[config.mk]
export PLATFORM = sky130hd
export DESIGN_NAME = lec_classifier
export DESIGN_NICKNAME = d
export VERILOG_FILES = /design/src/design/lec_pkg.sv /design/src/design/lec_lane_check.sv /design/src/design/lec_classifier.sv
export SDC_FILE = /design/constraint.sdc
export NUM_CORES = 1
export LEC_CHECK = 0
export BUFFER_PORTS_ARGS = -buffer_cell sky130_fd_sc_hd__buf_2
export CAP_MARGIN = 20
export CORE_AREA = 8 8 100 80
export DETAILED_ROUTE_END_ITERATION = 16
export DIE_AREA = 0 0 108 88
export PLACE_DENSITY = 0.73
export SLEW_MARGIN = 20
export SYNTH_ARGS = -nofsm -noshare
export SYNTH_HDL_FRONTEND = slang
export SYNTH_SLANG_ARGS = --single-unit
[constraint.sdc]
create_clock -name core_clk -period 4.3 [get_ports core_clk]
set_input_delay 0.215 -clock core_clk [delete_from_list [all_inputs] [get_ports core_clk]]
set_output_delay 0.215 -clock core_clk [all_outputs]
set_load 0.01 [all_outputs]
[src/design/lec_pkg.sv]
// package for the link error classifier: severities, error slots, codes
// assumes a single core clock domain and synchronous active-high reset
package lec_pkg;

    // ------------------------------------------------------------------
    // receive status codes reported per lane
    // ------------------------------------------------------------------
    localparam logic [2:0] LEC_RXS_DECODE    = 3'h4;
    localparam logic [2:0] LEC_RXS_EB_OVER   = 3'h5;
    localparam logic [2:0] LEC_RXS_EB_UNDER  = 3'h6;
    localparam logic [2:0] LEC_RXS_DISPARITY = 3'h7;
    localparam int         LEC_RXS_W         = 3;

    // ------------------------------------------------------------------
    // error slots, one sticky bit each
    // ------------------------------------------------------------------
    localparam int LEC_NERR          = 6;
    localparam int LEC_E_RX_PORT     = 0;
    localparam int LEC_E_BAD_TLP     = 1;
    localparam int LEC_E_BAD_DLLP    = 2;
    localparam int LEC_E_REPLAY_TMO  = 3;
    localparam int LEC_E_REPLAY_ROLL = 4;
    localparam int LEC_E_DL_PROTO    = 5;

    // ------------------------------------------------------------------
    // severity classes
    // ------------------------------------------------------------------
    typedef enum logic [1:0] {
        LEC_SEV_NONE     = 2'b00,
        LEC_SEV_CORR     = 2'b01,
        LEC_SEV_NONFATAL = 2'b10,
        LEC_SEV_FATAL    = 2'b11
    } lec_sev_t;

    localparam logic [LEC_NERR-1:0] LEC_STICKY_RST = 6'h00;
    localparam logic [LEC_NERR-1:0] LEC_ALL_ZERO   = 6'h00;

endpackage

[src/design/lec_lane_check.sv]
// per-lane receive status screen; one instance per lane
// assumes rxstatus and l0 are already in the core clock domain
`timescale 1ns/100ps
module lec_lane_check
    import lec_pkg::*;
(
    input  wire logic                core_clk,
    input  wire logic                rst,
    input  wire logic [LEC_RXS_W-1:0] rxstatus,
    input  wire logic                lane_in_l0,
    output logic                     lane_err
);

    typedef struct packed {
        logic err;
    } lec_lane_st_t;

    lec_lane_st_t st_reg;
    lec_lane_st_t st_next;

    // ------------------------------------------------------------------
    // coding errors count only while the lane is in l0
    // ------------------------------------------------------------------
    always_comb begin
        st_next.err = 1'b0;
        if (lane_in_l0) begin
            unique case (rxstatus)
                LEC_RXS_DECODE, LEC_RXS_DISPARITY:
                    st_next.err = 1'b1;
                LEC_RXS_EB_OVER, LEC_RXS_EB_UNDER:
                    st_next.err = 1'b1;
                default:
                    st_next.err = 1'b0;
            endcase
        end
    end

    // state register
    always_ff @(posedge core_clk) begin
        if (rst) begin
            st_reg <= '0;
        end else begin
            st_reg <= st_next;
        end
    end

    assign lane_err = st_reg.err;

endmodule

[src/design/lec_classifier.sv]
// link error classifier: physical and data link layer error detection
// assumes all event inputs are one-cycle pulses from core_clk logic
`timescale 1ns/100ps
module lec_classifier
    import lec_pkg::*;
#(
    parameter int LANES  = 8,
    parameter int SEQ_W  = 12
)
(
    input  wire logic                     core_clk,
    input  wire logic                     rst,
    input  wire logic [LANES*LEC_RXS_W-1:0] rxstatus,
    input  wire logic [LANES-1:0]         lane_in_l0,
    input  wire logic                     deskew_ovf,
    input  wire logic                     ctrl_sym_bad_lane,
    input  wire logic                     tlp_lcrc_fail,
    input  wire logic                     tlp_seq_err,
    input  wire logic                     dllp_crc_fail,
    input  wire logic                     replay_timeout,
    input  wire logic                     replay_num_roll,
    input  wire logic                     acknak_valid,
    input  wire logic [SEQ_W-1:0]         acked_sequence_number,
    input  wire logic [SEQ_W-1:0]         oldest_unacked_seq,
    input  wire logic [SEQ_W-1:0]         next_tx_seq,
    input  wire logic [LEC_NERR-1:0]      sticky_clear,
    output logic [LEC_NERR-1:0]           err_event,
    output logic [LEC_NERR-1:0]           err_sticky,
    output logic                          err_valid,
    output lec_sev_t                      err_severity,
    output logic                          corr_err,
    output logic                          nonfatal_err,
    output logic                          fatal_err
);

    // ------------------------------------------------------------------
    // helpers
    // ------------------------------------------------------------------

    // fixed severity of each error slot
    function automatic lec_sev_t sev_of(input int slot);
        if (slot == LEC_E_DL_PROTO) begin
            return LEC_SEV_FATAL;
        end
        return LEC_SEV_CORR;
    endfunction

    // true when seq lies in the unacked window [oldest-1 .. next-1] (mod)
    function automatic logic seq_in_window(
        input logic [SEQ_W-1:0] seq,
        input logic [SEQ_W-1:0] lo,
        input logic [SEQ_W-1:0] hi);
        logic [SEQ_W-1:0] d_seq;
        logic [SEQ_W-1:0] d_hi;
        d_seq = SEQ_W'(seq - lo);
        d_hi  = SEQ_W'(hi - lo);
        return d_seq <= d_hi;
    endfunction

    // ------------------------------------------------------------------
    // per-lane coding checks
    // ------------------------------------------------------------------
    logic [LANES-1:0] lane_err;

    genvar gl;
    generate
        for (gl = 0; gl < LANES; gl++) begin : g_lane
            lec_lane_check u_lane (
                .core_clk   (core_clk),
                .rst        (rst),
                .rxstatus   (rxstatus[gl*LEC_RXS_W +: LEC_RXS_W]),
                .lane_in_l0 (lane_in_l0[gl]),
                .lane_err   (lane_err[gl])
            );
        end
    endgenerate

    // ------------------------------------------------------------------
    // state
    // ------------------------------------------------------------------
    typedef struct packed {
        logic [LEC_NERR-1:0] ev;
        logic [LEC_NERR-1:0] sticky;
        logic                vld;
        lec_sev_t            sev;
        logic                corr;
        logic                nonfatal;
        logic                fatal;
    } lec_st_t;

    lec_st_t st_reg;
    lec_st_t st_next;

    // events of this cycle; lane codes arrive one register stage later
    logic [LEC_NERR-1:0] raw_ev;
    logic [SEQ_W-1:0]    win_lo;
    logic                ack_bad;

    // ------------------------------------------------------------------
    // event detection
    // ------------------------------------------------------------------
    always_comb begin
        // ack of an already-acked packet refers to oldest-1
        win_lo  = SEQ_W'(oldest_unacked_seq - 1'b1);
        ack_bad = acknak_valid &&
                  !seq_in_window(acked_sequence_number, win_lo,
                                 SEQ_W'(next_tx_seq - 1'b1));
        raw_ev                    = LEC_ALL_ZERO;
        raw_ev[LEC_E_RX_PORT]     = (|lane_err)
                                  | deskew_ovf
                                  | ctrl_sym_bad_lane;
        raw_ev[LEC_E_BAD_TLP]     = tlp_lcrc_fail | tlp_seq_err;
        raw_ev[LEC_E_BAD_DLLP]    = dllp_crc_fail;
        raw_ev[LEC_E_REPLAY_TMO]  = replay_timeout;
        raw_ev[LEC_E_REPLAY_ROLL] = replay_num_roll;
        raw_ev[LEC_E_DL_PROTO]    = ack_bad;
    end

    // ------------------------------------------------------------------
    // classification and sticky status
    // ------------------------------------------------------------------
    always_comb begin
        st_next          = st_reg;
        st_next.ev       = raw_ev;
        // set wins over a clear in the same cycle
        st_next.sticky   = (st_reg.sticky & ~sticky_clear)
                         | raw_ev;
        st_next.vld      = |raw_ev;
        st_next.corr     = 1'b0;
        st_next.nonfatal = 1'b0;
        st_next.fatal    = 1'b0;
        st_next.sev      = LEC_SEV_NONE;
        for (int i = 0; i < LEC_NERR; i++) begin
            if (raw_ev[i]) begin
                unique case (sev_of(i))
                    LEC_SEV_CORR:     st_next.corr     = 1'b1;
                    LEC_SEV_NONFATAL: st_next.nonfatal = 1'b1;
                    LEC_SEV_FATAL:    st_next.fatal    = 1'b1;
                    LEC_SEV_NONE:     st_next.corr     = st_next.corr;
                endcase
            end
        end
        // reported severity is the worst one seen this cycle
        if (st_next.fatal) begin
            st_next.sev = LEC_SEV_FATAL;
        end else if (st_next.nonfatal) begin
            st_next.sev = LEC_SEV_NONFATAL;
        end else if (st_next.corr) begin
            st_next.sev = LEC_SEV_CORR;
        end
    end

    // state register
    always_ff @(posedge core_clk) begin
        if (rst) begin
            st_reg        <= '0;
            st_reg.sticky <= LEC_STICKY_RST;
        end else begin
            st_reg <= st_next;
        end
    end

    assign err_event    = st_reg.ev;
    assign err_sticky   = st_reg.sticky;
    assign err_valid    = st_reg.vld;
    assign err_severity = st_reg.sev;
    assign corr_err     = st_reg.corr;
    assign nonfatal_err = st_reg.nonfatal;
    assign fatal_err    = st_reg.fatal;

    // ------------------------------------------------------------------
    // checks
    // ------------------------------------------------------------------
    property p_bad_tlp;
        @(posedge core_clk) disable iff (rst)
        (tlp_lcrc_fail || tlp_seq_err)
            |=> err_event[LEC_E_BAD_TLP] && corr_err;
    endproperty
    a_bad_tlp: assert property (p_bad_tlp)
        else $error("bad tlp not flagged correctable");

    property p_bad_dllp;
        @(posedge core_clk) disable iff (rst)
        dllp_crc_fail |=> err_event[LEC_E_BAD_DLLP] && corr_err;
    endproperty
    a_bad_dllp: assert property (p_bad_dllp)
        else $error("bad dllp not flagged");

    property p_replay_tmo;
        @(posedge core_clk) disable iff (rst)
        replay_timeout |=> err_event[LEC_E_REPLAY_TMO] && corr_err;
    endproperty
    a_replay_tmo: assert property (p_replay_tmo)
        else $error("replay timeout not flagged");

    property p_replay_roll;
        @(posedge core_clk) disable iff (rst)
        replay_num_roll |=> err_event[LEC_E_REPLAY_ROLL] && corr_err;
    endproperty
    a_replay_roll: assert property (p_replay_roll)
        else $error("replay rollover not flagged");

    property p_deskew;
        @(posedge core_clk) disable iff (rst)
        (deskew_ovf || ctrl_sym_bad_lane) |=> err_event[LEC_E_RX_PORT];
    endproperty
    a_deskew: assert property (p_deskew)
        else $error("deskew or lane control error not flagged");

    property p_lane0_code;
        @(posedge core_clk) disable iff (rst)
        (lane_in_l0[0] && rxstatus[LEC_RXS_W-1])
            |-> ##2 err_event[LEC_E_RX_PORT];
    endproperty
    a_lane0_code: assert property (p_lane0_code)
        else $error("lane 0 coding error not flagged");

    property p_fatal_proto;
        @(posedge core_clk) disable iff (rst)
        err_event[LEC_E_DL_PROTO]
            |-> fatal_err && err_severity == LEC_SEV_FATAL;
    endproperty
    a_fatal_proto: assert property (p_fatal_proto)
        else $error("protocol error not fatal");

    property p_one_class;
        @(posedge core_clk) disable iff (rst)
        err_valid |-> err_severity != LEC_SEV_NONE && !nonfatal_err;
    endproperty
    a_one_class: assert property (p_one_class)
        else $error("error without a severity class");

    property p_sticky_hold;
        @(posedge core_clk) disable iff (rst)
        (err_sticky[LEC_E_BAD_DLLP] && !sticky_clear[LEC_E_BAD_DLLP])
            |=> err_sticky[LEC_E_BAD_DLLP];
    endproperty
    a_sticky_hold: assert property (p_sticky_hold)
        else $error("sticky bit dropped without clear");

    property p_sticky_set;
        @(posedge core_clk) disable iff (rst)
        err_event[LEC_E_BAD_TLP] |-> err_sticky[LEC_E_BAD_TLP];
    endproperty
    a_sticky_set: assert property (p_sticky_set)
        else $error("sticky bit not set by event");

endmodule

# ---- Yosys cells after proc, flatten, opt, wreduce, memory -nomap -nowiden
# Index checks and enable logic that the tools add are counted.
dict set report classes {
  n_lt_le_gt_ge 1
  muxes 23
  add_sub_neg 4
  n_reduce_logical 20
  eq_ne 35
  bitwise_logic 14
}
# operator n
set op_table {}
lappend op_table {{== test 3 bit (second input constant)} 32}
lappend op_table {{OR reduction 4 bit} 8}
lappend op_table {{subtractor 12 x 1 -> 12 bit (second input constant)} 2}
lappend op_table {{subtractor 12 bit} 2}
lappend op_table {{2-to-1 mux 1 bit} 18}
lappend op_table {{OR reduction 2 bit} 8}
lappend op_table {{<= comparator 12 bit} 1}
lappend op_table {{2-to-1 mux 2 bit} 4}
lappend op_table {{NOT 1 bit} 8}
lappend op_table {{OR reduction 8 bit} 1}
lappend op_table {{bitwise AND 6 bit} 1}
lappend op_table {{NOT 6 bit} 1}
lappend op_table {{bitwise OR 6 bit} 1}
lappend op_table {{OR reduction 6 bit} 1}
lappend op_table {{== test 2 bit (second input constant)} 2}
lappend op_table {{2-to-1 mux 3 bit} 1}
lappend op_table {{bitwise OR 1 bit} 3}
lappend op_table {{== test 2 x 1 -> 1 bit (second input constant)} 1}
lappend op_table {{logical AND 1 bit} 1}
lappend op_table {{logical NOT 1 bit} 1}
dict set report word_totals {
  inputBits 84
  out_inout_bits 18
  regBits 26
}

# ---- Longest topological paths before layout
# Gate-level depths: netlist of run 1.
dict set report depth {
  depth_word 14
  ltp_mapped 18
  mapped_depth_nobuf 18
}

# ---- Modules after synthesis
# A second synthesis of run 1 with hierarchy kept.
dict set report hier_totals {
  hier_cells 266
  hier_area_um2 2285.9
}
# module n_inst cells_per_inst area_per_inst_um2 seq_area_each_um2
set modules_own_cells {}
lappend modules_own_cells {lec_classifier 1 250 2055.7 300.3}
lappend modules_own_cells {lec_lane_check 8 2 28.8 20.0}

# ---- Least setup slack after synthesis of run 1
# OpenSTA, ideal clock, no wires.
dict set report synth_timing {
  path_type {input -> register}
  from {input oldest_unacked_seq[0]}
  to {register st_reg (netlist bit err_sticky[5])}
  arrival_time_ns 3.692
  setup_ns 0.153
  path_stages 17
  path_slack_ns 0.455
  cell_sequence {inv_1 > ha_1 > fa_1 > nand2_1 > nand2_1 > maj3_2 > a21o_1 > maj3_2 > xnor2_1 > ha_1 > a21o_1 > a21o_1 > a21o_1 > a21o_1 > a21o_1 > a221oi_1 > o32ai_1}
}
dict set report synth_between {
  elab_chain_len 6
  word_cells_on_any_way 7
  classes_between {add/sub: 3; order compare: 1; bitwise: 1; reduce/logical: 2}
}
# element line_no
set synth_rtl {}
lappend synth_rtl {{start, declared} lec_classifier.sv:24} ;# input wire logic [SEQ_W-1:0] oldest_unacked_seq,
lappend synth_rtl {{subtractor 12 x 1 -> 12 bit (*)} lec_classifier.sv:104} ;# win_lo = SEQ_W'(oldest_unacked_seq - 1'b1);
lappend synth_rtl {{subtractor 12 bit (on tied branches)} {lec_classifier.sv:55, lec_classifier.sv:56}}
lappend synth_rtl {{<= comparator 12 bit (*)} lec_classifier.sv:57} ;# return d_seq <= d_hi;
lappend synth_rtl {{logical NOT 1 bit (*)} lec_classifier.sv:106} ;# !seq_in_window(acked_sequence_number, win_lo,
lappend synth_rtl {{logical AND 1 bit (*)} lec_classifier.sv:105} ;# ack_bad = acknak_valid &&
lappend synth_rtl {{bitwise OR 6 bit (*)} lec_classifier.sv:127} ;# | raw_ev;
lappend synth_rtl {{end signal, assigned} lec_classifier.sv:159} ;# st_reg <= st_next;
lappend synth_rtl {{end, declared} lec_classifier.sv:91} ;# lec_st_t st_reg;
# Mark *: on every way between the ends. The rest lies on a longest branch, timed or not.
# A chain may end at the register's enable or synchronous reset.

# ---- Worst setup path after layout of run 1
# Ends and elaborated chain as after synthesis.

==> results of run 1 <==
-- kinds of logic (layout without fill, tap and decap cells) --
group	after synthesis	count (layout)	share of synthesized area, %
and+or+nand+nor	82	82	19.92
AOI/OAI and AO/OA	58	58	19.05
xor gates and xnor gates	41	41	16.62
adders and majority gates	30	30	17.72
DFF	23	23	21.31
buffers and inverters	23	106	5.211
other	1	1	0.1735
-- worst register-to-register path, delay by kind of cell, from the launching register on --
kind | cells | cell delay, ps
compound gates | 2 | 320
simple gates | 2 | 620
flops | 1 | 300
-- worst paths after layout --
check	start	to	slack [ps]	cells past startpoint
setup / recovery	oldest_unacked_seq[0]	err_sticky[5]$_SDFF_PP0_	390	19
setup reg to reg	g_lane[7].u_lane.lane_err$_SDFF_PP0_	err_valid$_SDFF_PP0_	2940	4
hold / removal	sticky_clear[5]	err_sticky[5]$_SDFF_PP0_	150	2
hold reg to reg	err_sticky[0]$_SDFF_PP0_	err_sticky[0]$_SDFF_PP0_	460	1
-- state kept, by name, indices dropped and copies added, names as in the netlist --
| register | flops |
|---|---|
| corr_err | 1 |
| err_valid | 1 |
| err_event | 6 |
| err_severity | 1 |
| g_lane.u_lane.lane_err | 8 |
| err_sticky | 6 |
-- cell type report --
| cell class | count | area share (%) |
|---|---|---|
| Multi-Input combinational cell | 212 | 58.83 |
| Timing Repair Buffer | 87 | 16.41 |
| Clock buffer | 3 | 1.530 |
| Tap cell | 84 | 3.894 |
| Inverter | 15 | 2.086 |
| Clock inverter | 1 | 0.1854 |
| Sequential cell | 23 | 17.06 |
-- cell usage in the layout (no fill, tap or decap), types with 2 or more instances in the layout --
cell	netlist	final
sky130_fd_sc_hd__a21o_1	11	11
sky130_fd_sc_hd__a21oi_1	11	11
sky130_fd_sc_hd__a21oi_2	2	2
sky130_fd_sc_hd__a22oi_1	2	2
sky130_fd_sc_hd__a31oi_1	2	2
sky130_fd_sc_hd__a32oi_1	2	2
sky130_fd_sc_hd__and2_1	3	3
sky130_fd_sc_hd__and3_1	9	9
sky130_fd_sc_hd__buf_2	0	84
sky130_fd_sc_hd__buf_4	3	3
sky130_fd_sc_hd__clkbuf_8	0	3
sky130_fd_sc_hd__dfxtp_1	23	23
sky130_fd_sc_hd__fa_1	2	2
sky130_fd_sc_hd__ha_1	23	23
sky130_fd_sc_hd__inv_1	15	15
sky130_fd_sc_hd__maj3_2	4	4
sky130_fd_sc_hd__nand2_1	12	12
sky130_fd_sc_hd__nand2b_1	4	4
sky130_fd_sc_hd__nand3_1	7	7
sky130_fd_sc_hd__nand4_1	3	3
sky130_fd_sc_hd__nor2_1	20	20
sky130_fd_sc_hd__nor2b_1	5	5
sky130_fd_sc_hd__nor3_1	5	5
sky130_fd_sc_hd__nor4_1	3	3
sky130_fd_sc_hd__o21ai_0	7	7
sky130_fd_sc_hd__o21bai_1	2	2
sky130_fd_sc_hd__o221ai_1	5	5
sky130_fd_sc_hd__or2_2	4	4
sky130_fd_sc_hd__or3_1	2	2
sky130_fd_sc_hd__or4_1	2	2
sky130_fd_sc_hd__xnor2_1	28	28
sky130_fd_sc_hd__xor2_1	13	13
-- stage by stage --
stage | util (%) | cell area [um2] | total power [uW] | setup slack [ps] | hold slack [ps]
floorplan | - | 2161 | 508.0 | 455.0 | 303.5
global placement | 40.97 | 2653 | 611.4 | 175.5 | 415.8
detailed placement | 40.97 | 2653 | 623.5 | 116.9 | 412.8
CTS | 41.69 | 2699 | 752.7 | 366.1 | 142.3
global route | 41.69 | 2699 | 813.7 | 146.0 | 156.3
finish | 41.69 | 2699 | 744.1 | 390.0 | 149.1
-- synthesized netlist by cell type (all sizes together), types with 2 or more instances --
library cell	instances
nor2	20
nor2b	5
nor4	3
dfxtp	23
o21bai	2
buf	5
maj3	5
clkbuf	3
and2	4
fa	2
a21oi	13
nand4	3
nand2b	4
or3	2
nor3	5
or2	4
xnor2	28
a32oi	2
inv	15
a21o	11
nand3	7
o221ai	5
o21ai	7
xor2	13
a22oi	2
and3	9
ha	23
or4	3
a31oi	2
nand2	12
-- power by group --
group          switching, uW  internal [uW]  leakage (uW)
Combinational            197            189       0.00110
Sequential              5.17            228      0.000191
Clock                   60.9           64.3     0.0000255
Total                    263            482       0.00132
-- routing by layer --
metal	routed length [um]	track usage, %	vias to the layer above	part of all wire, %
li1	-	-	1088	-
met3	451	2.574	2	8.1
met1	2605	14.69	913	47
met2	2476	19.03	66	45
met5	0	0	-	0
met4	17	1.759	0	0.31
==> impl_summary.txt, run 1 <==
----------------------------------------------------
[Worst hold path]
  Hold crit path type ... in2reg

[Timing]
  Worst-Margin Slew ... roughly 930 ps
  Total count of hold-check failures in the final report ... 0
  Max_slew headroom ... 37.41%
  Highest clock frequency the design can meet ... 255.8 MHz
  Number of setup violations in the final report ... 0
  Clock Skews ... around 4.5 ps
  Max-slew violation total from the final report ... 0
  Ratio of final minimum period to clock period ... between 90% and 100%
  Setup repair after global routing missed its margin ... false
  Clock period minus final worst setup slack ... just under 4000 ps
  Final TNS setup ... 0 ps

[Yosys]
  Primary flip-flop cell chosen by synthesis mapping ... sky130_fd_sc_hd__dfxtp_1
  Share of synthesized registers carrying an async set or reset ... 0%
  Main area contributors after synthesis ... sky130_fd_sc_hd__dfxtp_1 21%, sky130_fd_sc_hd__ha_1 13%, sky130_fd_sc_hd__xnor2_1 11%
  Synthesized instance count ... between 200 and 300
  Share of the synthesized area in the top cell type ... a little over a fifth
  Synth unique cells ... 51
  Sequential fraction of the synthesis area ... approximately a fifth
  Cell type with the largest total area after synthesis ... sky130_fd_sc_hd__dfxtp_1
  Number of enable flip-flop cells after synthesis ... 0
  Count of state elements after synthesis ... 23
  Synth Net Count ... ~370
  Post-Syn Area ... about 0.0022 mm2
  Synth warn ... 0
  Mean instance size in the synthesized netlist ... 8.375 um2

[Floorplan]
  Die area ... 0.009504 mm2
  Site row count ... 26
  Number of I/O pins ... 102
  Core area ... approximately 0.0065 mm2
  Height of the die ... between 80 and 90 um
  Die width ... about 110 um
  Starting Density ... 33.38%

[Clock network]
  Source-to-sink clock delay at the later pin of the worst-skew pair ... around 250 ps
  CTS H-tree lvls ... 1
  Register clock-pin slew on the reported worst setup and hold paths ... around 70 ps
  Number of post-CTS setup repair buffers ... 0
  Clock root buffer ... sky130_fd_sc_hd__clkbuf_8
  Number of gates resized after cts ... 0
  Clock tree from TritonCTS ... yes
  Number of clock buffers inserted by TritonCTS ... 3
  Bufs on Longest Clock Path ... 2
  Number of sinks handled by clock tree synthesis ... 23
  Count of hold-fix buffers inserted at cts ... 0

[Routing]
  DRT iter0 DRCs ... 96
  Number of design rule violations left after detail routing ... 0
  Wire length per cell ... 13.06 um
  DR vias ... 2,069
  Number of detailed-route iterations in the first pass ... 5
  Via/cell ratio ... ~5
  Antenna Nets Post-Route ... 0
  Total length of routed wires ... about 5600 um

[Critical path]
  Crit path max-delay cell type ... sky130_fd_sc_hd__ha_1
  Delay-heaviest family, CP ... compound AO/OA/AOI/OAI gates
  Critical path peak fanout ... 4
  Endpoint type of the worst setup path ... register
  Setup crit start kind ... primary input
  Worst EP required ... ~4400 ps
  Highest cell delay on the worst timing path ... between 300 and 400 ps
  Critical path arrival ... 4040 ps
  Kind of critical path ... in2reg
  Total buffers and inverters traversed by the critical path ... 3
  Most Frequent Cell on Critical Path ... sky130_fd_sc_hd__a21o_1
  Cell breakdown of the critical path ... buf_2 > inv_1 > ha_1 > xnor2_1 > ha_1 > a21o_1 > maj3_2 > a21o_1 > maj3_2 > xnor2_1 > ha_1 > a21o_1 > a21o_1 > a21o_1 > a21o_1 > a21o_1 > a221oi_1 > buf_4 > o32ai_1

[Power]
  Max rail drop VDD ... roughly 0.12 mV
  Total leakage power ... around 0.0013 uW
  Power per unit of standard cell area ... roughly 280 mW/mm2

[Layout]
  Fill count ... approximately 700
  Area taken by multi-input logic gates ... roughly 0.0016 mm2
  Net count of the finished layout ... between 400 and 500
  Post-layout instance count excluding filler cells ... 425
  Layout cells sized above 1 ... 30.21%
  Area occupied by registers ... 460.4 um2
  Layout area overhead ... 24.90%
  Antenna diode count ... 0

[GRT]
  Initial antenna violation count ... 0
  Number of global-route vias before repair ... roughly 2,100
  Aggregate global routing overflow ... 0
  Maximum number of pins on one net before global-route repair ... 14
  Wire length of the first global-routing pass ... 9163 um
  Total track usage ... between 10% and 20%

[Place]
  Detailed placer's ending HPWL ... just under 5000 um
  Instance count after placement with tap cells included ... around 420
  Placer's final routability congestion estimate ... ~0.84
  Number of port buffers ... between 80 and 90

[Outcome]
  Run status ... complete, no violations

[Run]
  Max capacitance violation total ... 0

----------------------------------------------------
(Power assumes the default switching activity.)
==> run 2, diff against run 1 <==
--- a/config.mk
+++ b/config.mk
@@ -5,13 +5,15 @@
 export SDC_FILE = /design/constraint.sdc
 export NUM_CORES = 1
 export LEC_CHECK = 0
+export ABC_AREA = 1
 export BUFFER_PORTS_ARGS = -buffer_cell sky130_fd_sc_hd__buf_2
 export CAP_MARGIN = 20
-export CORE_AREA = 8 8 100 80
+export CORE_AREA = 8 8 106 84
 export DETAILED_ROUTE_END_ITERATION = 16
-export DIE_AREA = 0 0 108 88
-export PLACE_DENSITY = 0.73
+export DIE_AREA = 0 0 114 92
+export PLACE_DENSITY = 0.71
 export SLEW_MARGIN = 20
 export SYNTH_ARGS = -nofsm -noshare
 export SYNTH_HDL_FRONTEND = slang
+export SYNTH_HIERARCHICAL = 1
 export SYNTH_SLANG_ARGS = --single-unit
==> run 2 against run 1 <==
  * Sequential power is essentially flat
  * Flip-flop and latch count is the same
  * First-iteration DRC count shrank 11%
  * Synthesized cell count grew 50%
  * Critical endpoint is now err_severity[0]$_SDFF_PP0_
  * Worst hold slack gained 40 ps
  * Die area grew 10%
  * Sequential share of layout area shrank 1.8 points
  * Power shrank 6.0%
  * Core utilization grew 0.34 points
  * Area after synthesis grew 13%
  * Non-clock buffer count shrank 2
==> impl_summary.txt, run 2 <==
----------------------------------------------------
[Power]
  Power per unit of standard cell area ... 232.3 mW/mm2 (was 275.7 mW/mm2)
  Max rail drop VDD ... 0.1089 mV (was 0.1162 mV)
  Total leakage power ... 0.001741 uW (was 0.001317 uW)

[Layout]
  Layout area overhead ... 23.57% (was 24.90%)
  Post-layout instance count excluding filler cells ... 572 (was 425)
  Most frequent cells in the layout ... 108 x sky130_fd_sc_hd__nand2_1, 84 x sky130_fd_sc_hd__buf_2, 58 x sky130_fd_sc_hd__inv_1 (was 84 x sky130_fd_sc_hd__buf_2, 28 x sky130_fd_sc_hd__xnor2_1, 23 x sky130_fd_sc_hd__ha_1, 23 x sky130_fd_sc_hd__dfxtp_1, 20 x sky130_fd_sc_hd__nor2_1)
  Fraction of the core area covered by cells at the end of the flow ... 42.03% (was 41.69%)
  Area of all placed cells without fillers ... 0.003010 mm2 (was 0.002699 mm2)
  Layout cells sized above 1 ... 28.66% (was 30.21%)
  Most common cell after layout, fill and taps aside ... sky130_fd_sc_hd__nand2_1 (was sky130_fd_sc_hd__buf_2)
  Net count of the finished layout ... 581 (was 451)
  Antenna diode count ... 0 (unchanged)
  Flip-flop count of the largest register, all copies and words added ... 8 (unchanged)

[Floorplan]
  Core area ... 0.007162 mm2 (was 0.006474 mm2)
  Die area ... 0.01049 mm2 (was 0.009504 mm2)
  Height of the die ... 92 um (was 88 um)
  Starting Density ... 34.01% (was 33.38%)
  Site row count ... 27 (was 26)
  Number of I/O pins ... 102 (unchanged)
  Die width ... 114 um (was 108 um)

[Critical path]
  Critical path peak fanout ... 9 (was 4)
  Worst EP required ... 4430 ps (about the same)
  Highest cell delay on the worst timing path ... 340 ps (was 330 ps)
  Endpoint type of the worst setup path ... register (unchanged)
  Setup crit start kind ... primary input (unchanged)
  Kind of critical path ... in2reg (unchanged)
  Register-to-register setup slack ... 2900 ps (was 2940 ps)
  Crit path max-delay cell type ... sky130_fd_sc_hd__o311ai_0 (was sky130_fd_sc_hd__ha_1)
  Critical path arrival ... 3440 ps (was 4040 ps)
  Cell breakdown of the critical path ... buf_2 > inv_2 > ha_1 > nand3_2 > nor2_4 > nand3_1 > xor2_1 > ha_1 > inv_1 > o21bai_1 > nor2_2 > nand2_1 > nand2_1 > nand2_1 > ha_1 > nand2_1 > nor2_1 > nand2_1 > o311ai_0 > buf_4 > a21oi_1 (was buf_2 > inv_1 > ha_1 > xnor2_1 > ha_1 > a21o_1 > maj3_2 > a21o_1 > maj3_2 > xnor2_1 > ha_1 > a21o_1 > a21o_1 > a21o_1 > a21o_1 > a21o_1 > a221oi_1 > buf_4 > o32ai_1)
  Number of cells on the worst reg-to-reg path ... 5 (was 4)
  Most Frequent Cell on Critical Path ... sky130_fd_sc_hd__nand2_1 (was sky130_fd_sc_hd__a21o_1)

[Yosys]
  Synth warn ... 6 (was 0)
  Synth Net Count ... 495 (was 367)
  Count leader, synth ... sky130_fd_sc_hd__nand2_1 (was sky130_fd_sc_hd__xnor2_1)
  Count of state elements after synthesis ... 23 (unchanged)
  Post-Syn Area ... 0.002436 mm2 (was 0.002161 mm2)
  Most frequent cells after synthesis ... 108 x sky130_fd_sc_hd__nand2_1, 58 x sky130_fd_sc_hd__inv_1, 35 x sky130_fd_sc_hd__nor2_1 (was 28 x sky130_fd_sc_hd__xnor2_1, 23 x sky130_fd_sc_hd__dfxtp_1, 23 x sky130_fd_sc_hd__ha_1)
  Sequential fraction of the synthesis area ... 18.90% (was 21.31%)
  Primary flip-flop cell chosen by synthesis mapping ... sky130_fd_sc_hd__dfxtp_1 (unchanged)
  Mean instance size in the synthesized netlist ... 6.311 um2 (was 8.375 um2)
  Synth unique cells ... 30 (was 51)
  Share of the synthesized area in the top cell type ... 18.90% (was 21.31%)
  Share of synthesized registers carrying an async set or reset ... 0% (unchanged)
  Main area contributors after synthesis ... sky130_fd_sc_hd__dfxtp_1 19%, sky130_fd_sc_hd__nand2_1 17%, sky130_fd_sc_hd__ha_1 12% (was sky130_fd_sc_hd__dfxtp_1 21%, sky130_fd_sc_hd__ha_1 13%, sky130_fd_sc_hd__xnor2_1 11%)
  Synthesized instance count ... 386 (was 258)
  Number of enable flip-flop cells after synthesis ... 0 (unchanged)
  Cell type with the largest total area after synthesis ... sky130_fd_sc_hd__dfxtp_1 (unchanged)

[Place]
  Number of port buffers ... 84 (unchanged)
  Detailed placer's ending HPWL ... 5581 um (was 4873 um)
  Instance count after placement with tap cells included ... 568 (was 421)
  Total placed instance area ... 0.002964 mm2 (was 0.002653 mm2)
  Placer's final routability congestion estimate ... 0.8802 (was 0.8405)

[Routing]
  DR vias ... 2,539 (was 2,069)
  Antenna Nets Post-Route ... 0 (unchanged)
  Total length of routed wires ... 6157 um (was 5550 um)
  Via/cell ratio ... 4.439 (was 4.868)
  DRT iter0 DRCs ... 85 (was 96)
  Number of design rule violations left after detail routing ... 0 (unchanged)
  Number of detailed-route iterations in the first pass ... 5 (unchanged)
  Wire length per cell ... 10.76 um (was 13.06 um)

[GRT]
  Wire length of the first global-routing pass ... 10,610 um (was 9163 um)
  Total track usage ... 11.78% (was 11.36%)
  Aggregate global routing overflow ... 0 (unchanged)
  Number of global-route vias before repair ... 2,530 (was 2,114)
  Initial antenna violation count ... 0 (unchanged)
  Maximum number of pins on one net before global-route repair ... 24 (was 14)

[Timing]
  Max-slew violation total from the final report ... 0 (unchanged)
  Hold Worst Slack ... 188.9 ps (was 149.1 ps)
  Ratio of final minimum period to clock period ... 76.94% (was 90.93%)
  Highest clock frequency the design can meet ... 302.3 MHz (was 255.8 MHz)
  Total count of hold-check failures in the final report ... 0 (unchanged)
  Setup repair after global routing missed its margin ... false (unchanged)
  Final TNS setup ... 0 ps (unchanged)
  Number of setup violations in the final report ... 0 (unchanged)
  Clock period minus final worst setup slack ... 3308 ps (was 3910 ps)
  Clock Skews ... 6.289 ps (was 4.522 ps)

[Clock network]
  Number of gates resized after cts ... 0 (unchanged)
  CTS H-tree lvls ... 1 (unchanged)
  Clock tree from TritonCTS ... yes (unchanged)
  Number of post-CTS setup repair buffers ... 0 (unchanged)
  Register clock-pin slew on the reported worst setup and hold paths ... 80 ps (was 70 ps)
  Source-to-sink clock delay at the later pin of the worst-skew pair ... 250 ps (about the same)
  Clock root buffer ... sky130_fd_sc_hd__clkbuf_8 (unchanged)
  Number of sinks handled by clock tree synthesis ... 23 (unchanged)
  Count of hold-fix buffers inserted at cts ... 0 (unchanged)
  Bufs on Longest Clock Path ... 2 (unchanged)
  Number of clock buffers inserted by TritonCTS ... 3 (unchanged)

[Worst hold path]
  Instance count along the most critical hold path ... 3 (was 2)
  Hold crit path type ... in2reg (unchanged)

[Outcome]
  Run status ... complete, no violations (unchanged)

[Run]
  Max capacitance violation total ... 0 (unchanged)

----------------------------------------------------
run 2: cell types whose count changed after synthesis, moves of 8 or more:
cell                      previous run  this run
sky130_fd_sc_hd__a21o_1             11         0
sky130_fd_sc_hd__nand2_1            12       108
sky130_fd_sc_hd__and3_1              9         1
sky130_fd_sc_hd__nand2_2             0        14
sky130_fd_sc_hd__nor2_1             20        35
sky130_fd_sc_hd__nor2_2              0        12
sky130_fd_sc_hd__nand3_2             0         8
sky130_fd_sc_hd__nand3_1             7        30
sky130_fd_sc_hd__inv_1              15        58
sky130_fd_sc_hd__xnor2_1            28         4
run 2: layout make-up:
| type | instances | area, um2 |
|---|---|---|
| fill | 758 | 4151 |
| multi-input combinational | 297 | 1717 |
| sequential | 23 | 460.4 |
| timing repair buffer | 85 | 427.9 |
| inverter | 62 | 232.7 |
| tap | 101 | 126.4 |
| clock buffer | 3 | 41.29 |
| clock inverter | 1 | 5.005 |
run 2: where the power goes:
part           internal [uW]  switching [uW]
clock                   64.3            59.9
sequential               226            4.04
combinational            144             201
run 2: cell families (layout without fill, tap and decap cells):
logic type               after synthesis  in the layout  synth area share (%)
AND/OR/NAND/NOR                      223            223                 43.09
AO/OA/AOI/OAI                         32             32                 8.013
buffers and inverters                 66            151                 10.63
other                                  1              1                0.1539
flip-flops                            23             23                 18.90
adder cells (fa/ha/maj)               25             25                 13.46
XOR/XNOR                              16             16                 5.752
run 2: critical path: cells and delay by family:
family                   cells  cell delay, ps
AND/OR/NAND/NOR             10            1050
adder cells (fa/ha/maj)      3             880
buffers and inverters        4             540
AO/OA/AOI/OAI                3             490
XOR/XNOR                     1             270
run 2: worst paths after layout:
check / startpoint / end
setup / recovery: oldest_unacked_seq[0] / err_severity[0]$_SDFF_PP0_
hold / removal: dllp_crc_fail / err_event[2]$_SDFF_PP0_
setup reg to reg: g_lane[3].u_lane/lane_err$_SDFF_PP0_ / err_severity[0]$_SDFF_PP0_
hold reg to reg: err_sticky[2]$_SDFF_PP0_ / err_sticky[2]$_SDFF_PP0_
run 2: per-layer routing:
metal	vias to the layer above	share of wire (%)	wire length (um)	GRT usage [%]
met5	-	0	0	0
met2	77	41	2526	19.75
met1	1081	49	3016	14.80
li1	1377	-	-	-
met4	0	0.71	44	2.431
met3	4	9.2	569	3.143
run 2: metrics by stage:
stage,setup slack (ps),power [uW]
2_1_floorplan,1172,478.6
3_3_place_gp,736.9,571.5
3_5_place_dp,664.5,582.7
4_1_cts,935.2,708.3
5_1_grt,639.4,769.8
6_report,991.6,699.4
